File: config.mk
export PLATFORM = sky130hd
export DESIGN_NAME = framer_event_status_irq
export DESIGN_NICKNAME = d
export VERILOG_FILES = /design/src/verilog/line_clock_watch.v /design/src/verilog/framer_event_status_irq.v
export VERILOG_INCLUDE_DIRS = /design/src /design/src/verilog
export SDC_FILE = /design/constraint.sdc
export NUM_CORES = 1
export LEC_CHECK = 0
export ABC_AREA = 1
export ABC_CLOCK_PERIOD_IN_PS = 3700
export BUFFER_PORTS_ARGS = -buffer_cell sky130_fd_sc_hd__buf_2
export CAP_MARGIN = 0
export CORE_ASPECT_RATIO = 1.75
export CORE_MARGIN = 4
export CORE_UTILIZATION = 59
export CTS_BUF_LIST = sky130_fd_sc_hd__clkbuf_8
export DETAILED_ROUTE_END_ITERATION = 10
export PLACE_DENSITY = 0.85
export SKIP_CTS_REPAIR_TIMING = 1
export SLEW_MARGIN = 20
export SYNTH_ARGS = -nofsm -noshare
export SYNTH_HDL_FRONTEND = slang
export SYNTH_SLANG_ARGS = --single-unit
export TNS_END_PERCENT = 30
File: constraint.sdc
create_clock -name core_clk -period 3.7 [get_ports core_clk]
set_input_delay 0.185 -clock core_clk [delete_from_list [all_inputs] [get_ports core_clk]]
set_output_delay 0.185 -clock core_clk [all_outputs]
set_load 0.01 [all_outputs]
File: src/verilog/framer_event_consts.vh
// constants for the framer event status and interrupt block
// assumes a 40 mhz core clock and byte-wide register port
`ifndef FRAMER_EVENT_CONSTS_VH
`define FRAMER_EVENT_CONSTS_VH
`define COND_STATUS_ADDR      8'h1a
`define COND_MASK_ADDR        8'h1b
`define EVENT_STATUS_ADDR     8'h1c
`define EVENT_MASK_ADDR       8'h1d
`define STATUS_RESET          8'h00
`define MASK_RESET            8'h00
`define BIT_LINK_IDENT        2
`define BIT_RX_CLK_LOST       3
`define BIT_TX_CLK_LOST       4
`define BIT_LOOP_UP           5
`define BIT_LOOP_DOWN         6
`define BIT_SPARE             7
`define BIT_RX_ALIGN          0
`define BIT_RX_CRC_MF         1
`define BIT_RX_MF             2
`define BIT_TX_ALIGN          3
`define BIT_TX_MF             4
`define BIT_SIG_ZEROS         5
`define BIT_SIG_ONES          6
`define BIT_AIS_CI            7
`define CLK_PERIOD_NS         25
`define CHANNEL_TIME_NS       3900
`define CHANNEL_TIME_CYCLES   ((`CHANNEL_TIME_NS + `CLK_PERIOD_NS - 1) / `CLK_PERIOD_NS)
`endif

File: src/verilog/line_clock_watch.v
// watches one line clock for activity, flags loss after one channel time
// assumes the line clock is already synchronous to core_clk
`timescale 1ns/10ps
`include "framer_event_consts.vh"
module line_clock_watch #(
  parameter LIMIT = `CHANNEL_TIME_CYCLES
) (
  input  wire core_clk,
  input  wire rst_n,
  input  wire line_clk,
  output reg  clock_lost
);
  reg        last_reg;
  reg [15:0] idle_reg;

  always @(posedge core_clk) begin
    if (!rst_n) begin
      last_reg   <= 1'b0;
      idle_reg   <= 16'h0000;
      clock_lost <= 1'b0;
    end else begin
      last_reg <= line_clk;
      if (line_clk != last_reg) begin
        idle_reg   <= 16'h0000;
        clock_lost <= 1'b0;
      end else if (idle_reg >= LIMIT[15:0] - 16'h0001) begin
        clock_lost <= 1'b1;
      end else begin
        idle_reg <= idle_reg + 16'h0001;
      end
    end
  end
endmodule // line_clock_watch

File: src/verilog/framer_event_status_irq.v
// What this block does
// - condition mask 0 blocks, 1 interrupts on both edges of each condition
// - e1: receive align frame event at each align frame start
// - e1: crc-4 multiframe event on boundaries, free-running if crc-4 off
// - e1: receive multiframe event every multiframe, cas or not
// - t1: receive and transmit multiframe events, 1.5ms d4, 3ms esf
// - e1: transmit align frame event at each align frame start
// - e1: transmit multiframe event every transmit multiframe
// - e1: all-zeros event when slot 16 zero for a whole multiframe
// - e1: all-ones event when slot 16 has under three zeros in 16 frames
// - t1: ais-ci event when receiver reports the ais-ci pattern
// - event mask bit 0 masks, 1 enables the matching event
// - event flags latch until the host reads the status register
// - clock lost when no line clock transition for one channel time
//
// file: event/condition status, masks and interrupt of one framer channel
// assumes frame/multiframe strobes come from the framer, synchronous to core_clk
`timescale 1ns/10ps
`include "framer_event_consts.vh"
module framer_event_status_irq #(
  parameter CLK_LIMIT = `CHANNEL_TIME_CYCLES
) (
  input  wire       core_clk,
  input  wire       rst_n,
  input  wire [7:0] reg_addr,
  input  wire [7:0] reg_wdata,
  input  wire       reg_wr,
  input  wire       reg_rd,
  output reg  [7:0] reg_rdata,
  output reg        irq,
  input  wire       e1_mode,
  input  wire       esf_mode,
  input  wire       crc4_enable,
  input  wire       link_ident_detected,
  input  wire       rx_line_clock_in,
  input  wire       tx_line_clock_in,
  input  wire       loop_up_code_seen,
  input  wire       loop_down_code_seen,
  input  wire       spare_code_seen,
  input  wire       rx_frame_start,
  input  wire       rx_align_frame,
  input  wire       rx_crc_mf_start,
  input  wire       rx_mf_start,
  input  wire       tx_frame_start,
  input  wire       tx_align_frame,
  input  wire       tx_mf_start,
  input  wire       ts16_byte_valid,
  input  wire [7:0] ts16_byte,
  input  wire       ais_ci_detected,
  output reg        rx_clock_lost,
  output reg        tx_clock_lost
);
  reg  [7:0] event_status_reg;
  reg  [7:0] event_status_next;
  reg  [7:0] event_mask_reg;
  reg  [7:0] event_mask_next;
  reg  [7:0] cond_status_reg;
  reg  [7:0] cond_status_next;
  reg  [7:0] cond_mask_reg;
  reg  [7:0] cond_mask_next;
  reg  [7:0] cond_prev_reg;

  reg  [4:0] crc_frame_reg;
  reg  [4:0] crc_frame_next;
  reg        zeros_ok_reg;
  reg        zeros_ok_next;
  reg  [4:0] ones_frames_reg;
  reg  [4:0] ones_frames_next;
  reg  [4:0] ones_zeros_reg;
  reg  [4:0] ones_zeros_next;

  reg  [7:0] rdata_next;
  reg        irq_next;
  reg  [7:0] event_set;
  reg  [7:0] cond_now;
  reg  [7:0] cond_edge;
  reg  [3:0] byte_zeros;
  reg  [4:0] zero_sum;
  reg        status_read;
  reg        cond_clear;
  wire       rx_lost_w;
  wire       tx_lost_w;

  function [3:0] count_zeros;
    input [7:0] b;
    integer k;
    begin
      count_zeros = 4'h0;
      for (k = 0; k < 8; k = k + 1) begin
        count_zeros = count_zeros + {3'b000, ~b[k]};
      end
    end
  endfunction

  // one place for address compares, shared by writes, reads and clear-on-read
  function addr_hit;
    input [7:0] addr;
    input       strobe;
    input [7:0] target;
    begin
      addr_hit = strobe & (addr == target);
    end
  endfunction

  // the all-ones window only needs to know whether three zeros were reached
  function [4:0] sat_three;
    input [4:0] n;
    begin
      sat_three = (n > 5'd3) ? 5'd3 : n;
    end
  endfunction

  line_clock_watch #(.LIMIT(CLK_LIMIT)) rx_watch (
    .core_clk   (core_clk),
    .rst_n      (rst_n),
    .line_clk   (rx_line_clock_in),
    .clock_lost (rx_lost_w)
  );

  line_clock_watch #(.LIMIT(CLK_LIMIT)) tx_watch (
    .core_clk   (core_clk),
    .rst_n      (rst_n),
    .line_clk   (tx_line_clock_in),
    .clock_lost (tx_lost_w)
  );

  // condition levels and their edges
  always @* begin
    cond_now                   = 8'h00;
    cond_now[`BIT_LINK_IDENT]  = link_ident_detected;
    cond_now[`BIT_RX_CLK_LOST] = rx_lost_w;
    cond_now[`BIT_TX_CLK_LOST] = tx_lost_w;
    cond_now[`BIT_LOOP_UP]     = loop_up_code_seen;
    cond_now[`BIT_LOOP_DOWN]   = loop_down_code_seen;
    cond_now[`BIT_SPARE]       = spare_code_seen;
    // both edges of a condition count as events
    cond_edge                  = cond_now ^ cond_prev_reg;
  end

  always @* begin
    byte_zeros = count_zeros(ts16_byte);
    zero_sum   = ones_zeros_reg + {1'b0, byte_zeros};
    event_set  = 8'h00;
    event_set[`BIT_RX_ALIGN] = e1_mode & rx_frame_start & rx_align_frame;
    // without crc-4 this block's own 16-frame count stands in for the boundary
    event_set[`BIT_RX_CRC_MF] = e1_mode & (crc4_enable ? rx_crc_mf_start
                               : (rx_frame_start & (crc_frame_reg == 5'd0)));
    event_set[`BIT_RX_MF]    = rx_mf_start;
    event_set[`BIT_TX_ALIGN] = e1_mode & tx_frame_start & tx_align_frame;
    event_set[`BIT_TX_MF]    = tx_mf_start;
    event_set[`BIT_SIG_ZEROS] = e1_mode & rx_mf_start & zeros_ok_reg;
    event_set[`BIT_SIG_ONES]  = e1_mode & ts16_byte_valid &
                                (ones_frames_reg == 5'd15) & (zero_sum < 5'd3);
    event_set[`BIT_AIS_CI]    = ~e1_mode & ais_ci_detected;
  end

  // strobe-qualified decodes used by the flag updates
  always @* begin
    status_read = addr_hit(reg_addr, reg_rd, `EVENT_STATUS_ADDR);
    cond_clear  = addr_hit(reg_addr, reg_wr, `COND_STATUS_ADDR);
  end

  always @* begin
    // read clears event flags; a same-cycle set survives
    if (status_read) begin
      event_status_next = event_set;
    end else begin
      event_status_next = event_status_reg | event_set;
    end
    // write-one-to-clear; an edge in the same cycle wins
    if (cond_clear) begin
      cond_status_next = (cond_status_reg & ~reg_wdata) | cond_edge;
    end else begin
      cond_status_next = cond_status_reg | cond_edge;
    end
  end

  // the event status register is read-only, writes to it fall through
  always @* begin
    event_mask_next = event_mask_reg;
    cond_mask_next  = cond_mask_reg;
    if (addr_hit(reg_addr, reg_wr, `EVENT_MASK_ADDR)) begin
      event_mask_next = reg_wdata;
    end else if (addr_hit(reg_addr, reg_wr, `COND_MASK_ADDR)) begin
      cond_mask_next = reg_wdata;
    end
  end

  always @* begin
    crc_frame_next   = crc_frame_reg;
    zeros_ok_next    = zeros_ok_reg;
    ones_frames_next = ones_frames_reg;
    ones_zeros_next  = ones_zeros_reg;
    if (rx_frame_start) begin
      crc_frame_next = (crc_frame_reg == 5'd15) ? 5'd0 : crc_frame_reg + 5'd1;
    end
    // all-zeros tracker restarts at each multiframe
    if (rx_mf_start) begin
      zeros_ok_next = 1'b1;
    end else if (ts16_byte_valid && ts16_byte != 8'h00) begin
      zeros_ok_next = 1'b0;
    end
    // fixed 16-frame windows; a sliding window would need 16 stored counts
    if (ts16_byte_valid) begin
      if (ones_frames_reg == 5'd15) begin
        ones_frames_next = 5'd0;
        ones_zeros_next  = 5'd0;
      end else begin
        ones_frames_next = ones_frames_reg + 5'd1;
        ones_zeros_next  = sat_three(zero_sum);
      end
    end
  end

  // unmapped addresses and idle cycles read as zero
  always @* begin
    if (addr_hit(reg_addr, reg_rd, `EVENT_STATUS_ADDR)) begin
      rdata_next = event_status_reg;
    end else if (addr_hit(reg_addr, reg_rd, `EVENT_MASK_ADDR)) begin
      rdata_next = event_mask_reg;
    end else if (addr_hit(reg_addr, reg_rd, `COND_STATUS_ADDR)) begin
      rdata_next = cond_status_reg;
    end else if (addr_hit(reg_addr, reg_rd, `COND_MASK_ADDR)) begin
      rdata_next = cond_mask_reg;
    end else begin
      rdata_next = 8'h00;
    end
  end

  // bits 0 and 1 of the condition register belong to other alarms, not here
  always @* begin
    irq_next = |(event_status_reg & event_mask_reg) |
               |(cond_status_reg & cond_mask_reg & 8'hfc);
  end

  // event flags and their mask
  always @(posedge core_clk) begin
    if (!rst_n) begin
      event_status_reg <= `STATUS_RESET;
      event_mask_reg   <= `MASK_RESET;
    end else begin
      event_status_reg <= event_status_next;
      event_mask_reg   <= event_mask_next;
    end
  end

  // condition flags, their mask and the last sampled levels
  always @(posedge core_clk) begin
    if (!rst_n) begin
      cond_status_reg  <= `STATUS_RESET;
      cond_mask_reg    <= `MASK_RESET;
      cond_prev_reg    <= 8'h00;
    end else begin
      cond_status_reg  <= cond_status_next;
      cond_mask_reg    <= cond_mask_next;
      cond_prev_reg    <= cond_now;
    end
  end

  // frame trackers for the free-running crc boundary and slot-16 alarms
  always @(posedge core_clk) begin
    if (!rst_n) begin
      crc_frame_reg    <= 5'd0;
      zeros_ok_reg     <= 1'b1;
      ones_frames_reg  <= 5'd0;
      ones_zeros_reg   <= 5'd0;
    end else begin
      crc_frame_reg    <= crc_frame_next;
      zeros_ok_reg     <= zeros_ok_next;
      ones_frames_reg  <= ones_frames_next;
      ones_zeros_reg   <= ones_zeros_next;
    end
  end

  // clock-loss outputs come from flops, one cycle behind the watchers
  always @(posedge core_clk) begin
    if (!rst_n) begin
      rx_clock_lost    <= 1'b0;
      tx_clock_lost    <= 1'b0;
    end else begin
      rx_clock_lost    <= rx_lost_w;
      tx_clock_lost    <= tx_lost_w;
    end
  end

  // read data stands for the one cycle after the strobe
  always @(posedge core_clk) begin
    if (!rst_n) begin
      reg_rdata        <= 8'h00;
    end else begin
      reg_rdata        <= rdata_next;
    end
  end

  // interrupt lags the flags by one cycle so it leaves a flop
  always @(posedge core_clk) begin
    if (!rst_n) begin
      irq              <= 1'b0;
    end else begin
      irq              <= irq_next;
    end
  end
endmodule // framer_event_status_irq

==> results by group <==
Setup path
  – Critical Path Fanout Max: 3
  – CP delay by family, top: adder cells
  – Most frequent CP cell: fa_1
  – CP max stage cell: fa_1
  – WP data required: 3.96 ns
  – Critical path depth: 16
  – WP buf/inv: 4
  – Critical path endpoint category: register
  – Crit path launch type: register
  – Worst path cell trace: inv_1 -> fa_1 -> inv_1 -> fa_1 -> fa_1 -> fa_1 -> inv_1 -> fa_1 -> inv_1 -> nand3_1 -> nand3_1 -> nand2_1 -> nor2_1 -> nand3_1 -> nand2_1 -> nand2_1
  – R2r worst-path depth: 16
  – Worst Path Arrival: approximately 3.8 ns
  – Crit Path Category: reg2reg
  – Slowest stage delay, CP: around 0.54 ns

CTS
  – H-tree depth: 3
  – Clock sinks: 99
  – CTS buffer count: 9
  – CTS clock-pin slew for the worst setup and hold paths: around 0.09 ns
  – CTS tree: built
  – Root Buffer: clkbuf_8
  – Clk_lat worst skew: approximately 0.36 ns
  – CTS max path bufs: 2

Place
  – Buffers on Ports: 55
  – Routability cong.: between 0.9 and 1
  – Detailed Place HPWL: between 7 and 8 mm

Yosys
  – Synth Instances: approximately 600
  – Seq/Total Area, Yosys: a little over two fifths
  – Avg Cell Area, Syn: ~7.5 µm²
  – #FFs+latches synth: 99
  – Synth Area in Compound Gates: about 12%
  – Mux cell area share after synthesis: 0%
  – Synth warn: 0
  – Number of synthesized flops with an enable pin: 0
  – Distinct cell type count after synthesis: 34
  – Synthesized net count: ~660
  – Simple-gate share of the synthesized area: about a quarter
  – Post-synthesis adder-cell area fraction: 5.266%
  – Most common cell in the netlist: nand2_1
  – Largest area contributor in the netlist: dfxtp_1
  – Yosys top cell area share: between 40% and 50%
  – Synth Cell Area: ~4500 µm²
  – Synth top cells by count: 105 x nand2_1, 99 x dfxtp_1, 96 x inv_1, 61 x nor2_1, 55 x a21oi_1
  – Post-Synth XOR/XNOR Area: under 10%
  – Largest family of logic cells by synthesized area: simple AND/OR/NAND/NOR gates
  – Top cells by area, synth: dfxtp_1 44%, nand2_1 8.7%, inv_1 8.0%
  – Synth Flop Type: dfxtp_1
  – Fraction of registers with async set/reset: 0%

Power and ir drop
  – Pwr dens: 436.2 nW/µm²
  – P_leak: about 2.3 nW
  – IR drop worst, VDD: approximately 410 µV

Final layout
  – # diodes: 0
  – Share of layout cells above drive strength 1: 15.24%
  – Final nets: just over 700
  – Fill count: ~630
  – Area grow syn2layout: 11.31%
  – Post-route core utilization: roughly 67%

STA
  – Setup Viol. Count Final: 0
  – Final Critical Period: 3.487 ns
  – Clock skew: 0.007566 ns
  – Setup TNS: 0 ns
  – Period utilisation layout: between 90% and 100%
  – Slew HR: 53.45%
  – Max Slew Vio Count: 0
  – F_max: ~290 MHz
  – Final Hold Viols: 0
  – Unrepaired setup endpoints after global routing: false
  – Worst slew pin tran: a little under 0.7 ns

Global route
  – Gr usage total: a little over a fifth
  – Number of global-route vias before repair: around 3600
  – Initial antenna violation count: 0
  – Global-route wire length before repair: between 15 and 20 mm
  – Grt ovf: 0
  – Largest net degree at the start of global routing: 42

Job
  – Max-cap violations: 0

Route
  – Starting DRT DRC Count: roughly 200
  – DRT antenna net count: 0
  – Routed wire length: ~9.3 mm
  – Drt drc: 0
  – Vias per Instance: between 5 and 6
  – DR WL/cell: ~12 µm
  – Total iterations of the first detailed-routing run: 5
  – Routed via count: around 4000

Die
  – Rows: 42
  – Initial Util: about three fifths
  – Die X-Extent: 74.12 µm
  – Ports: 57
  – Die ar.: ~9200 µm²
  – Die outline height: about 120 µm
  – Core area: approximately 7500 µm²

Hold path
  – Tightest Hold Check Type: in2reg
  – WHS Path Cells: 3

Outcome
  – Run status: completed
==> cells in the final DEF, fill, tap and decap left out, drive strengths merged, types with 2 or more instances in the layout <==
master,instances
a21oi,55
a221oi,2
buf,56
clkbuf,10
clkinv,5
dfxtp,99
fa,5
ha,11
inv,104
nand2,112
nand3,42
nand4,14
nor2,69
nor3,6
o21ai,44
xnor2,9
xor2,8
==> worst min-delay path: stages <==
cell and delay, ns:
buf_2 0.09, nand2_1 0.04, inv_1 0.04
==> worst paths after layout <==
path | startpoint | to | slack, ns
max | ones_zeros_reg[0] | ones_zeros_reg[0] | 0.21
min | loop_down_code_seen | cond_prev_reg[6] | 0.02
max reg2reg | ones_zeros_reg[0] | ones_zeros_reg[0] | 0.21
min reg2reg | rx_watch.idle_reg[11] | rx_watch.idle_reg[11] | 0.44
==> stage by stage <==
stage	setup WS [ns]	hold WS [ns]	total power [W]	std cells	area [µm²]
floorplan	0.4906	0.2785	0.001422	599	4514
global placement	0.3728	0.3895	0.001495	728	4832
detailed placement	0.2164	0.3967	0.001541	728	4832
CTS	0.2021	0.008762	0.002211	744	5025
global route	0.04191	0.02152	0.002300	744	5025
finish	0.2127	0.02001	0.002192	744	5025
==> routing by layer <==
layer,vias up,wire length [µm],global-route usage (%)
met1,1765,3474,20.84
met2,107,4980,39.22
met4,0,369,13.49
li1,1998,-,-
met3,33,440,4.281
met5,-,0,0
==> layout make-up <==
cell class	count	area [µm²]	area share, %
sequential	99	1982	39.44
clock inverter	6	55.05	1.096
timing repair buffer	56	282.8	5.627
inverter	104	390.4	7.769
tap	88	110.1	2.191
multi-input combinational	381	2067	41.14
clock buffer	10	137.6	2.739
==> cells by family after synthesis <==
logic type / count (synthesis)
xor gates and xnor gates: 17
buffers and inverters: 119
AOI/OAI and AO/OA: 102
DFF: 99
and+or+nand+nor: 246
adders and majority gates: 16
==> power by group <==
| group | leakage (nW) | internal, W | switching (W) |
|---|---|---|---|
| clock | 0.106 | 0.000325 | 0.000352 |
| sequential | 0.804 | 0.00110 | 0.0000224 |
| combinational | 1.40 | 0.000160 | 0.000237 |
Note: power is estimated with default switching activity, not from simulation.
